<file path="src/iocs_pkg.sv">
// Shared constants for the configurable I/O cell storage logic
`default_nettype none

package iocs_pkg;

    // ==========================================================
    // Synchroniser depth for pad and clock pins
    localparam int unsigned SYNC_STAGES = 3;

    // ==========================================================
    // Input delay setting codes
    localparam logic [1:0] DLY_FULL    = 2'h0;  // Full delay, default
    localparam logic [1:0] DLY_PARTIAL = 2'h1;  // Partial_input_delay
    localparam logic [1:0] DLY_BYPASS  = 2'h2;  // Bypass_input_delay

    // ==========================================================
    // Values after reset
    localparam logic       RST_BIT     = 1'h0;  // Pad output bit
    localparam logic [1:0] RST_DELAY   = DLY_FULL;
    localparam logic       RST_OE      = 1'h0;  // Pad released during reset

    // ==========================================================
    // Level assumed for an unconnected control input
    localparam logic       CE_OPEN_LVL = 1'h1;  // Enable floats High
    localparam logic       T_OPEN_LVL  = 1'h0;  // Three-state floats Low

endpackage

`default_nettype wire

</file>
<file path="src/iocs_cell.sv">
// Storage and control logic of one configurable I/O cell
`default_nettype none

module iocs_cell (
    input  wire logic       mclk,              // System clock, 100 MHz
    input  wire logic       rst,               // Synchronous reset, active high
    input  wire logic       global_init_pulse, // Global set/reset, active high
    input  wire logic       init_value_in,     // Input element init: 1 set, 0 clear
    input  wire logic       init_value_out,    // Output element init: 1 set, 0 clear
    input  wire logic       pad_i,             // Level seen at the pad
    input  wire logic       in_clk_pin,        // Input element clock
    input  wire logic       out_clk_pin,       // Output flop and early latch clock
    input  wire logic       in_clk_invert,     // Invert input clock in cell
    input  wire logic       out_clk_invert,    // Invert output clock in cell
    input  wire logic       in_as_latch,       // Input element is a latch
    input  wire logic       early_capture_latch,      // Early latch in path
    input  wire logic       capture_latch_then_latch, // Second stage is latch
    input  wire logic       two_tap,           // Two-tap delay variant
    input  wire logic       delay_explicit,    // Delay chosen explicitly
    input  wire logic [1:0] delay_req,         // Requested delay code
    input  wire logic       ce,                // Shared clock enable
    input  wire logic       ce_connected,      // Enable input is wired
    input  wire logic       ce_apply_in,       // Enable gates input element
    input  wire logic       ce_apply_out,      // Enable gates output flop
    input  wire logic       out_data,          // Output value from array
    input  wire logic       out_invert,        // Invert output value
    input  wire logic       out_registered,    // Output through flop
    input  wire logic       tri_ctl,           // Three-state control
    input  wire logic       tri_connected,     // Three-state input is wired
    input  wire logic       tri_invert,        // Invert three-state control
    output logic            pad_o,             // Value driven to pad
    output logic            pad_oe,            // Pad driver enable, high drives
    output logic            in_direct,         // Direct input to array
    output logic            in_registered,     // Stored input to array
    output logic      [1:0] delay_setting      // Effective delay code
);

    typedef struct packed {
        logic       ick_prev;
        logic       ock_prev;
        logic       early_lat;
        logic       in_reg;
        logic       out_reg;
        logic       pad_o;
        logic       pad_oe;
        logic       in_direct;
        logic [1:0] delay;
    } iocs_state_t;

    iocs_state_t st_q;
    iocs_state_t st_d;

    logic [2:0] sync_q;
    logic       pad_s;
    logic       ick;
    logic       ock;
    logic       ick_rise;
    logic       ock_rise;
    logic       init;
    logic       ce_eff;
    logic       ce_in;
    logic       ce_out;
    logic       out_val;
    logic       tri_active;
    logic       stage2_src;

    // ==========================================================
    // Pin synchronisers for pad and both cell clocks
    iocs_sync #(
        .W (3)
    ) u_sync (
        .mclk (mclk),
        .rst  (rst),
        .d    ({out_clk_pin, in_clk_pin, pad_i}),
        .q    (sync_q)
    );

    // ==========================================================
    // Clock polarity, edges and control defaults
    always_comb begin
        pad_s      = sync_q[0];
        ick        = sync_q[1] ^ in_clk_invert;
        ock        = sync_q[2] ^ out_clk_invert;
        ick_rise   = ick & ~st_q.ick_prev;
        ock_rise   = ock & ~st_q.ock_prev;
        init       = global_init_pulse;
        ce_eff     = ce_connected ? ce : iocs_pkg::CE_OPEN_LVL;
        ce_in      = ce_apply_in ? ce_eff : 1'h1;
        ce_out     = ce_apply_out ? ce_eff : 1'h1;
        out_val    = out_data ^ out_invert;
        tri_active = (tri_connected ? tri_ctl : iocs_pkg::T_OPEN_LVL) ^ tri_invert;
        stage2_src = early_capture_latch ? st_q.early_lat : pad_s;
    end

    // ==========================================================
    // Next state of the whole cell
    always_comb begin
        st_d           = st_q;
        st_d.ick_prev  = ick;
        st_d.ock_prev  = ock;
        st_d.in_direct = pad_s;
        // Delay code only; sampled data path is unchanged
        if (!two_tap) begin
            st_d.delay = (delay_explicit && delay_req == iocs_pkg::DLY_BYPASS) ?
                         iocs_pkg::DLY_BYPASS : iocs_pkg::DLY_FULL;
        end else if (delay_explicit) begin
            st_d.delay = (delay_req == iocs_pkg::DLY_PARTIAL || delay_req == iocs_pkg::DLY_BYPASS) ?
                         delay_req : iocs_pkg::DLY_FULL;
        end else begin
            st_d.delay = early_capture_latch ? iocs_pkg::DLY_PARTIAL : iocs_pkg::DLY_FULL;
        end
        // Early latch on output clock, transparent Low
        if (!ock) begin
            st_d.early_lat = pad_s;
        end
        // Input element: second stage picks flop or High latch, plain one flop or Low latch
        if (ce_in) begin
            if (early_capture_latch) begin
                if (capture_latch_then_latch ? ick : ick_rise) begin
                    st_d.in_reg = stage2_src;
                end
            end else if (in_as_latch ? !ick : ick_rise) begin
                st_d.in_reg = stage2_src;
            end
        end
        // Output flop: rising edge with enable High
        if (ock_rise && ce_out) begin
            st_d.out_reg = out_val;
        end
        // Pad drive; open drain is data Low with signal on three-state
        st_d.pad_o  = out_registered ? st_d.out_reg : out_val;
        st_d.pad_oe = ~tri_active;
        // Global init overrides storage with configured values
        if (init) begin
            st_d.early_lat = init_value_in;
            st_d.in_reg  = init_value_in;
            st_d.out_reg = init_value_out;
            st_d.pad_o   = out_registered ? init_value_out : out_val;
        end
    end

    // ==========================================================
    // State register with power-up load
    always_ff @(posedge mclk) begin
        if (rst) begin
            st_q           <= '0;
            st_q.early_lat <= init_value_in;
            st_q.in_reg    <= init_value_in;
            st_q.out_reg   <= init_value_out;
            st_q.pad_o     <= iocs_pkg::RST_BIT;
            st_q.pad_oe   <= iocs_pkg::RST_OE;
            st_q.delay    <= iocs_pkg::RST_DELAY;
        end else begin
            st_q <= st_d;
        end
    end

    // Outputs straight from the state register
    assign pad_o         = st_q.pad_o;
    assign pad_oe        = st_q.pad_oe;
    assign in_direct     = st_q.in_direct;
    assign in_registered = st_q.in_reg;
    assign delay_setting = st_q.delay;
endmodule

`default_nettype wire

</file>
<file path="src/iocs_sync.sv">
// Three-stage synchroniser with agreement filter for pin inputs
`default_nettype none

module iocs_sync #(
    parameter int unsigned W = 1
) (
    input  wire logic         mclk,   // System clock
    input  wire logic         rst,    // Synchronous reset, active high
    input  wire logic [W-1:0] d,      // Asynchronous pin levels
    output logic      [W-1:0] q       // Filtered, synchronised levels
);

    typedef struct packed {
        logic [W-1:0] s1;
        logic [W-1:0] s2;
        logic [W-1:0] s3;
        logic [W-1:0] q;
    } iocs_sync_t;

    iocs_sync_t st_q;
    iocs_sync_t st_d;

    // ==========================================================
    // Next state: shift, accept a bit once stages two and three agree
    always_comb begin
        st_d    = st_q;
        st_d.s1 = d;
        st_d.s2 = st_q.s1;
        st_d.s3 = st_q.s2;
        for (int i = 0; i < int'(W); i++) begin
            if (st_q.s2[i] == st_q.s3[i]) begin
                st_d.q[i] = st_q.s3[i];
            end
        end
    end

    // ==========================================================
    // State register
    always_ff @(posedge mclk) begin
        if (rst) begin
            st_q <= '0;
        end else begin
            st_q <= st_d;
        end
    end

    assign q = st_q.q;

endmodule

`default_nettype wire
</file>
<file path="config.mk">
export PLATFORM = sky130hd
export DESIGN_NAME = iocs_cell
export DESIGN_NICKNAME = d
export VERILOG_FILES = /design/src/iocs_pkg.sv /design/src/iocs_cell.sv /design/src/iocs_sync.sv
export SDC_FILE = /design/constraint.sdc
export NUM_CORES = 1
export LEC_CHECK = 0
export ABC_CLOCK_PERIOD_IN_PS = 1300
export BUFFER_PORTS_ARGS = -buffer_cell sky130_fd_sc_hd__clkbuf_2
export CAP_MARGIN = 0
export CORE_MARGIN = 10
export CORE_UTILIZATION = 46
export DETAILED_ROUTE_END_ITERATION = 6
export PLACE_DENSITY = 0.76
export SLEW_MARGIN = 20
export SYNTH_ARGS = -nofsm -noshare
export SYNTH_HDL_FRONTEND = slang
export SYNTH_SLANG_ARGS = --single-unit
export TNS_END_PERCENT = 10
</file>
<file path="constraint.sdc">
create_clock -name mclk -period 1.3 [get_ports mclk]
set_clock_uncertainty 0.05 [all_clocks]
set_input_delay 0.26 -clock mclk [delete_from_list [all_inputs] [get_ports mclk]]
set_output_delay 0.26 -clock mclk [all_outputs]
set_load 0.05 [all_outputs]
</file>
# Word level (Yosys, flattened, before mapping)
# Cells that the tools add are included.
[op_classes]
n_eq_ne = 7
n_mux = 22
n_reduce_logical = 7
n_bitwise = 9
[ops]
columns = ["op", "n"]
rows = [
  ["$mux 1", 16],
  ["$mux 2", 4],
  ["$mux 8", 1],
  ["$mux 4", 1],
  ["$ne 4x3->1 const B", 1],
  ["$reduce_bool 4->1", 1],
  ["$xor 1x1->1", 4],
  ["$eq 1x1->1", 3],
  ["$ne 3x3->1 const B", 1],
  ["$not 1->1", 3],
  ["$reduce_and 3->1", 1],
  ["$reduce_bool 3->1", 1],
  ["$and 1x1->1", 2],
  ["$eq 2x1->1 const B", 1],
  ["$eq 2x2->1 const B", 1],
  ["$logic_and 1x1->1", 2],
  ["$logic_not 1->1", 1],
  ["$logic_or 1x1->1", 1],
]
[word_totals]
inputBits = 27
word_cells = 60
output_inout_bits = 6
regBits = 22

# Logic depth before layout (Yosys ltp)
# Gate-level depths: netlist of run 1.
[depth]
depth_word = 8
mapped_depth = 4
mapped_depth_nobuf = 4

# Modules after synthesis
# From an unflattened synthesis of run 1, not the netlist that was laid out.
[hier_totals]
cells_unflattened = 85
area_unflattened_um2 = 898.4
[modules_own_cells]
columns = ["mod", "area_each_um2", "cells_per_inst", "n_inst"]
rows = [
  ["iocs_cell", 488.0, 51, 1],
  ["iocs_sync", 410.4, 34, 1],
]

# Worst setup path before layout of run 1
# No wires, ideal clock.
[synth_path]
path_kind = "reg2reg"
start = "register u_sync.st_q (netlist bit u_sync.q[1])"
end = "register st_q (netlist bit in_registered), enable pin"
arrival_ps = 829
stages_incl_launch_ff = 5
setup_time_ps = 302
required_time_ps = 948
setup_slack_ps = 118
n_path_buf = 0
cell_sequence = "dfxtp_1 -> xnor2_1 -> nand3b_1 -> o21a_1 -> o21ai_1"
[synth_via]
elab_chain_cells = 5
word_cells_on_any_way = 8
cone_classes = "1 x eq/ne; 2 x mux; 2 x bitwise; 3 x reduce/logical"
[synth_rtl]
columns = ["element", "line", "rtl"]
rows = [
  ["start, declared", "iocs_sync.sv:20", "iocs_sync_t st_q;"],
  ["start signal, assigned", "iocs_sync.sv:43", "st_q <= st_d;"],
  ["$xor 1x1->1 *", "iocs_cell.sv:82", "ick = sync_q[1] ^ in_clk_invert;"],
  ["$and 1x1->1 / $logic_not 1->1 (equally long branches)", "iocs_cell.sv:84, iocs_cell.sv:122", ""],
  ["$mux 1 (on tied branches)", "iocs_cell.sv:119, iocs_cell.sv:122", ""],
  ["$ne 4x3->1 (no source line) / $reduce_bool 4->1 (equally long branches)", "-", ""],
  ["$reduce_and 3->1 (no source line) *", "-", ""],
  ["end signal, assigned", "iocs_cell.sv:154", "st_q <= st_d;"],
  ["end, declared", "iocs_cell.sv:50", "iocs_state_t st_q;"],
]
# Mark *: on every way between the ends. The rest lies on a longest branch, timed or not.
# A chain may end at the register's enable or synchronous reset.

# Final worst setup path of run 1
# Ends and elaborated chain as after synthesis.

==> results.tsv, run 1 <==
metric	value	unit
PwrDens	1130	nW/um^2
Yosys Warn Count	0	
Rel. slew slack	80.5	%
worst-margin pin slew	0.289	ns
Setup CP Type	reg2reg	
Ant. Diodes	0	
Die ar.	3920	sq um
cell area after layout	1060	sq um
clock root buffer	clkbuf_4	
RSZ-0062 raised after global routing	false	
routing usage on met1	9.63	%
TritonCTS Buffers	3	
Final HPWL DP	1.35	mm
via count	640	
Tmin final	1.21	ns
asr flop ratio synth	0	%
clock latency on the worst-skew pair	0.30	ns
top-area cell type share of the netlist area	47.9	%
CP bufs+invs	0	
Max Clock Freq	824	MHz
CTS Buffer Depth	2	
most frequent cells in the layout	clkbuf_2 (32), dfxtp_1 (19), nor2b_1 (11)	
RePlAce Congestion	0.707	
met3 Use GR	2.87	%
CP Max Fanout	3	
utilization after layout	61.3	%
Post-Route WL	1.64	mm
Netlist Area Pre-Place	836	sq um
CP max stage cell	dfxtp_2	
Rows	15	
post-synthesis sequential area ratio	55.1	%
number of global-route vias before repair	656	
Critical Path AT	1.17	ns
Critical Path Max Stage Delay	0.35	ns
part of the cycle the worst path needs	93.3	%
kind of end point of the critical path	register	
I/O pin total	33	
H-Tree Depth	1	
Detail Route Antenna Nets	0	
critical path's top delay family	flip-flops	
fillcell total	163	
grt peak-use layer	met2	
First-pass DRT Iterations	4	
top_reg_cell synth	dfxtp_1	
Power Total	0.00119	W
# port buffers	32	
cts-stage hold buffer count	0	
DRC Markers	0	
Final Setup Violations	0	
Synth Net Count	108	
synthesis-stage register bit count	22	
first-pass GRT wire length	2.89	mm
Starting Density	48.4	%
min-delay worst type	in2reg	
# Post-CTS Setup Buffers	0	
Distinct cells, synth	27	
area delta synth->final	26.6	%
VDD IR max	0.742	mV
CTS clk-pin slew, worst paths	0.10	ns
mean number of vias per cell	4.60	
Slew Limit Fails	0	
Fin Hold WS	0.0805	ns
total track usage	8.89	%
Area contributors post-synth	dfxtp_1 (48%), nor2b_1 (8.2%), edfxtp_1 (7.2%)	
die height	62.6	um
drt first-iter violations	8	
placed cell areas	1020	sq um
Remaining Overflow, GRT	0	
CTS tree	yes	
syn_area_per_cell	10.3	sq um
Sink Count	22	
leading area contributor after synthesis	dfxtp_1	
initial antenna violation count	0	
share of cells above drive strength 1	37.7	%
Die Width	62.6	um
pin count of the biggest net entering global routing	13	
status	completed	
Max-Cap Viols	0	
met2 Track Usage GR	14.9	%
Leak	0.478	nW
core area	1730	sq um
Worst Path Required	1.26	ns
fin nets	143	
wire length per cell	11.8	um
crit-path cells	xnor2_2 > nand3b_1 > o21a_1 > o21ai_1	
Synth Instances	81	
Final Hold Viols	0	
Worst setup SP type	register	
EDFF count, synth	2	
most common cell after layout, fill and taps aside	clkbuf_2	
## where the power goes
| group | total, W | internal, W | leakage [nW] | switching (W) |
|---|---|---|---|---|
| combinational | 0.000177 | 0.0000790 | 0.278 | 0.0000976 |
| sequential | 0.000725 | 0.000716 | 0.186 | 0.00000961 |
| clock | 0.000291 | 0.000108 | 0.0138 | 0.000183 |
| total | 0.00119 | 0.000902 | 0.478 | 0.000291 |
## cell families after synthesis
group	count (synthesis)	share of synthesized area [%]
buf+inv	5	3.14
simple gates	33	24.3
flops	22	55.1
compound gates	13	8.53
mux	4	4.79
xor+xnor	4	4.19
## layout make-up
cell class	instances	area [sq um]	share of cell area [%]
sequential	22	462	43.6
multi-input combinational	54	364	34.4
timing repair buffer	34	175	16.5
tap	25	31.3	2.96
clock buffer	3	22.5	2.13
inverter	1	3.75	0.355
## metrics by stage
step	setup TNS, ns	instances	worst slack [ns]
3_5_place_dp	-0.0284	136	-0.0284
6_report	0	139	0.0871
5_1_grt	0	139	0.00715
3_3_place_gp	0	136	0.0507
2_1_floorplan	0	81	0.118
4_1_cts	0	139	0.0394
## sequential cells by signal (all words and copies together), names as in the netlist
signal / count
delay_setting: 2
in_direct: 1
in_registered: 1
pad_o: 1
pad_oe: 1
st_q: 4
u_sync.q: 3
u_sync.st_d: 6
u_sync.st_q: 3
## repair_timing
| item | CTS | global route |
|---|---|---|
| setup endpoints to repair | 1 | 3 |
| resized for setup | 1 | 2 |
| pin swaps | 0 | 1 |
## routing by layer
layer  routed length (um)  up-vias
met5                    0        -
met2                  845       16
li1                     -      338
met4                   18        0
met3                   71        2
met1                  703      284
## path summary, 6_finish.rpt
path | startpoint | end | slack [ns] | depth (start not counted)
max reg2reg | u_sync.q[1] | in_registered | 0.09 | 4
min | delay_req[0] | delay_setting[1] | 0.08 | 2
min reg2reg | u_sync.st_d[7] | u_sync.st_d[4] | 0.40 | 1
max | u_sync.q[1] | in_registered | 0.09 | 4
## cell usage after synthesis, types with 4 or more instances
master    n
mux2i_1   4
nor2b_1  11
nand2_1   7
nor2_1    4
a21oi_1   4
dfxtp_1  20
o21ai_0   4
Note: power is estimated with default switching activity, not from simulation.
==> run 2: changes to the inputs <==
--- a/config.mk
+++ b/config.mk
@@ -5,11 +5,12 @@
 export SDC_FILE = /design/constraint.sdc
 export NUM_CORES = 1
 export LEC_CHECK = 0
+export ABC_AREA = 1
 export ABC_CLOCK_PERIOD_IN_PS = 1300
 export BUFFER_PORTS_ARGS = -buffer_cell sky130_fd_sc_hd__clkbuf_2
 export CAP_MARGIN = 0
 export CORE_MARGIN = 10
-export CORE_UTILIZATION = 46
+export CORE_UTILIZATION = 47
 export DETAILED_ROUTE_END_ITERATION = 6
 export PLACE_DENSITY = 0.76
 export SLEW_MARGIN = 20
==> run 2 against run 1 <==
- total power grew 20%
- register-to-register slack improved by 0.06 ns
- sequential power barely moved
- non-clock buffer count is the same
- global-route usage is essentially flat
- count of clock-buffer cells in the layout stayed put
- critical endpoint is now in_registered
- clock power rose by 75%
==> results.tsv, run 2 <==
metric	value	unit
Post-Route WL	1.81	mm
fillcell total	159	
First-pass DRT Iterations	4	
Synth Net Count	138	
I/O pin total	33	
Netlist Area Pre-Place	911	sq um
utilization after layout	63.9	%
Distinct cells, synth	22	
wire length per cell	10.7	um
fin nets	173	
top-area cell type share of the netlist area	44.0	%
worst r2r path cells	4	
EDFF count, synth	2	
register area	460	sq um
Final Setup Violations	0	
Ant. Diodes	0	
Synth top cells by count	dfxtp_1 (20), inv_1 (18), nand2_1 (17), nor2_1 (16)	
CTS tree	yes	
Slew Limit Fails	0	
setup TNS	0	ns
Crit path depth	1	
Critical Path Max Stage Delay	0.38	ns
Die ar.	4100	sq um
Synth Instances	111	
TritonCTS Buffers	3	
Worst setup SP type	register	
via count	766	
RSZ-0062 raised after global routing	false	
drt first-iter violations	16	
Critical Path AT	0.92	ns
total track usage	8.86	%
Leak	0.572	nW
syn_area_per_cell	8.21	sq um
number of global-route vias before repair	763	
Die Width	64.0	um
VDD IR max	0.791	mV
clock latency on the worst-skew pair	0.30	ns
CTS clk-pin slew, worst paths	0.12	ns
hold path depth	2	
H-Tree Depth	1	
Remaining Overflow, GRT	0	
part of the cycle the worst path needs	94.3	%
die height	64.0	um
pin count of the biggest net entering global routing	14	
status	completed	
Yosys Warn Count	0	
first-pass GRT wire length	3.05	mm
post-synthesis sequential area ratio	50.5	%
most frequent cells in the layout	clkbuf_2 (32), dfxtp_1 (20), inv_1 (18)	
clock root buffer	clkbuf_4	
# Post-CTS Setup Buffers	0	
Rows	15	
core area	1780	sq um
area delta synth->final	25.0	%
# port buffers	32	
crit-path cells	clkbuf_2	
initial antenna violation count	0	
critical path's top delay family	flip-flops	
Rel. slew slack	81.3	%
Max Clock Freq	816	MHz
Starting Density	51.1	%
worst-margin pin slew	0.282	ns
Final Hold Viols	0	
Area contributors post-synth	dfxtp_1 (44%), inv_1 (7.4%), nand2_1 (7.0%)	
RePlAce Congestion	0.759	
Final HPWL DP	1.54	mm
Max-Cap Viols	0	
CP max stage cell	edfxtp_1	
Tmin final	1.23	ns
multi-input logic area	328	sq um
synthesis-stage register bit count	22	
CP Max Fanout	1	
cts-stage hold buffer count	0	
Detail Route Antenna Nets	0	
Setup CP Type	reg2out	
asr flop ratio synth	0	%
mean number of vias per cell	4.51	
cells resized by post-CTS repair	0	
Worst Path Required	0.99	ns
most common cell in the netlist	dfxtp_1	
min-delay worst type	in2reg	
CTS Buffer Depth	2	
top_reg_cell synth	dfxtp_1	
CP bufs+invs	1	
max FFs per register	6	
kind of end point of the critical path	output pin	
PwrDens	1260	nW/um^2
Sink Count	22	
DRC Markers	0	
most common cell after layout, fill and taps aside	clkbuf_2	
leading area contributor after synthesis	dfxtp_1	
share of cells above drive strength 1	35.2	%
-- run 2: cell count changes after synthesis, sizes merged, moves of 3 or more --
cell    delta
a21oi      +4
nor2b     -12
nand3      +5
nand2     +12
mux2i      -4
inv       +22
nand3b     -3
nor2      +13
-- run 2: worst paths after layout --
kind,from,endpoint,slack [ns]
worst max register to register,u_sync.q[1],in_registered,0.15
worst min register to register,u_sync.st_d[7],u_sync.st_d[4],0.37
worst max-delay path,in_registered,in_registered,0.07
worst min-delay path,delay_req[0],delay_setting[1],0.08
-- run 2: layer usage --
layer | share of wire (%) | global-route usage [%] | wire (um)
met1 | 42 | 8.61 | 768
met2 | 49 | 16.3 | 888
met3 | 7.9 | 4.18 | 143
met4 | 0.66 | 2.46 | 12
met5 | 0 | 0 | 0
-- run 2: layout make-up --
| class | instances | share of cell area [%] |
|---|---|---|
| Sequential cell | 22 | 40.4 |
| Inverter | 23 | 8.02 |
| Clock buffer | 3 | 1.98 |
| Clock inverter | 1 | 2.64 |
| Tap cell | 25 | 2.75 |
| Multi-Input combinational cell | 62 | 28.8 |
| Timing Repair Buffer | 34 | 15.4 |
-- run 2: where the power goes --
group / total [W] / switching [W] / internal, W
clock: 0.000510 / 0.000199 / 0.000311
combinational: 0.000195 / 0.000120 / 0.0000754
sequential: 0.000726 / 0.0000105 / 0.000716
-- run 2: kinds of logic after synthesis --
family                 Yosys count  synth area share, %
flip-flops                      22                 50.5
AO/OA/AOI/OAI                   18                 11.8
buffers and inverters           27                 13.5
AND/OR/NAND/NOR                 42                 22.3
XOR/XNOR                         2                 1.92
-- run 2: stage by stage --
step	instances	power, W	hold WS, ns	setup WS (ns)	instance area [sq um]
floorplan	111	0.000870	0.288	0.243	911
finish	170	0.00143	0.0779	0.0742	1140
global route	170	0.00151	0.0634	0.0193	1140
CTS	170	0.00145	0.0693	0.0542	1140
detailed placement	166	0.000939	0.350	0.127	1090
global placement	166	0.000931	0.341	0.167	1090
==> run 3: changes to the inputs <==
--- a/config.mk
+++ b/config.mk
@@ -10,9 +10,9 @@
 export BUFFER_PORTS_ARGS = -buffer_cell sky130_fd_sc_hd__clkbuf_2
 export CAP_MARGIN = 0
 export CORE_MARGIN = 10
-export CORE_UTILIZATION = 47
+export CORE_UTILIZATION = 42
 export DETAILED_ROUTE_END_ITERATION = 6
-export PLACE_DENSITY = 0.76
+export PLACE_DENSITY_LB_ADDON = 0.2
 export SLEW_MARGIN = 20
 export SYNTH_ARGS = -nofsm -noshare
 export SYNTH_HDL_FRONTEND = slang
==> run 3 against run 2 <==
- sequential share of layout area grew 0.089 points
- largest power group unchanged
- maximum frequency fell by 2.2%
- critical path type unchanged
- critical endpoint unchanged
- largest cell class unchanged
- sequential power barely moved
- first-iteration DRC count grew 38%
==> results.tsv, run 3 (synthesized netlist as in run 2, its figures left out) <==
metric	value	unit
Rel. slew slack	81.2	%
most frequent cells in the layout	clkbuf_2 (32), dfxtp_1 (20), inv_1 (18)	
Fin Hold WS	0.0630	ns
# Post-CTS Setup Buffers	0	
RePlAce Congestion	0.753	
First-pass DRT Iterations	4	
Reg2Reg Setup Slack	0.19	ns
Non-Filler Instances	172	
pin count of the biggest net entering global routing	14	
CP Max Fanout	1	
wire length per cell	10.3	um
I/O pin total	33	
first-pass GRT wire length	2.85	mm
crit-path cells	clkbuf_2	
max FFs per register	6	
clock latency on the worst-skew pair	0.30	ns
clock root buffer	clkbuf_4	
Post-Route WL	1.77	mm
critical path's top delay family	flip-flops	
Tmin final	1.25	ns
register area	460	sq um
status	completed	
Final Hold Viols	0	
drt first-iter violations	22	
Rows	16	
Worst Path Required	0.99	ns
PwrDens	1200	nW/um^2
TritonCTS Buffers	3	
initial antenna violation count	0	
Worst setup SP type	register	
min-delay worst type	in2reg	
DRC Markers	0	
Critical Path AT	0.94	ns
CTS clk-pin slew, worst paths	0.12	ns
utilization after layout	56.8	%
fillcell total	212	
cells resized by post-CTS repair	0	
CP bufs+invs	1	
part of the cycle the worst path needs	96.4	%
via count	749	
met1 wire length	676	um
Final Setup Violations	0	
core area	2000	sq um
H-Tree Depth	1	
mean number of vias per cell	4.35	
Ant. Diodes	0	
Setup CP Type	reg2out	
multi-input logic area	328	sq um
CTS tree	yes	
Sink Count	22	
Remaining Overflow, GRT	0	
Met2 Wirelength	896	um
Critical Path Max Stage Delay	0.39	ns
VDD IR max	0.811	mV
CP max stage cell	edfxtp_1	
most common cell after layout, fill and taps aside	clkbuf_2	
setup TNS	0	ns
Max Clock Freq	798	MHz
Final HPWL DP	1.50	mm
Slew Limit Fails	0	
placed cells	168	
CTS Buffer Depth	2	
worst-margin pin slew	0.283	ns
Die Width	66.6	um
Detail Route Antenna Nets	0	
# port buffers	32	
total track usage	8.12	%
WL met3	183	um
Starting Density	45.5	%
die height	66.6	um
Highest Signal Layer	met4	
Max-Cap Viols	0	
kind of end point of the critical path	output pin	
number of global-route vias before repair	724	
Die ar.	4430	sq um
area delta synth->final	24.7	%
Leak	0.570	nW
cts-stage hold buffer count	0	
share of cells above drive strength 1	35.2	%
Power Total	0.00136	W
RSZ-0062 raised after global routing	false	
fin nets	173	
==> run 3: metal layers <==
| metal | global-route usage [%] | vias to the layer above |
|---|---|---|
| li1 | - | 407 |
| met3 | 5.02 | 2 |
| met1 | 7.05 | 316 |
| met4 | 2.36 | 0 |
| met2 | 15.0 | 24 |
| met5 | 0 | - |
==> run 3: final timing paths <==
kind / from / end / cells after the start
worst max-delay path: in_registered / in_registered / 1
worst min register to register: u_sync.st_d[6] / u_sync.st_d[3] / 2
worst max register to register: u_sync.q[1] / in_registered / 3
worst min-delay path: delay_req[0] / delay_setting[1] / 2
==> run 3: where the power goes <==
group	total [W]	internal [W]	leakage [nW]	switching (W)
Sequential	0.000726	0.000716	0.186	0.0000103
Combinational	0.000193	0.0000754	0.358	0.000118
Clock	0.000442	0.000235	0.0261	0.000207
==> run 3: cell type report <==
type | instances | area share [%]
inverters | 23 | 8.04
repair buffers | 34 | 15.4
clock buffers | 4 | 4.19
flip-flops and latches | 22 | 40.5
well taps | 27 | 2.97
multi-input cells | 62 | 28.9
==> run 3: through the flow <==
step                      cell area (sq um)  setup slack, ns
after floorplan                         911            0.243
final                                  1140           0.0469
after global routing                   1140          0.00146
after detailed placement               1090            0.172
after global placement                 1090            0.183
after CTS                              1140           0.0283
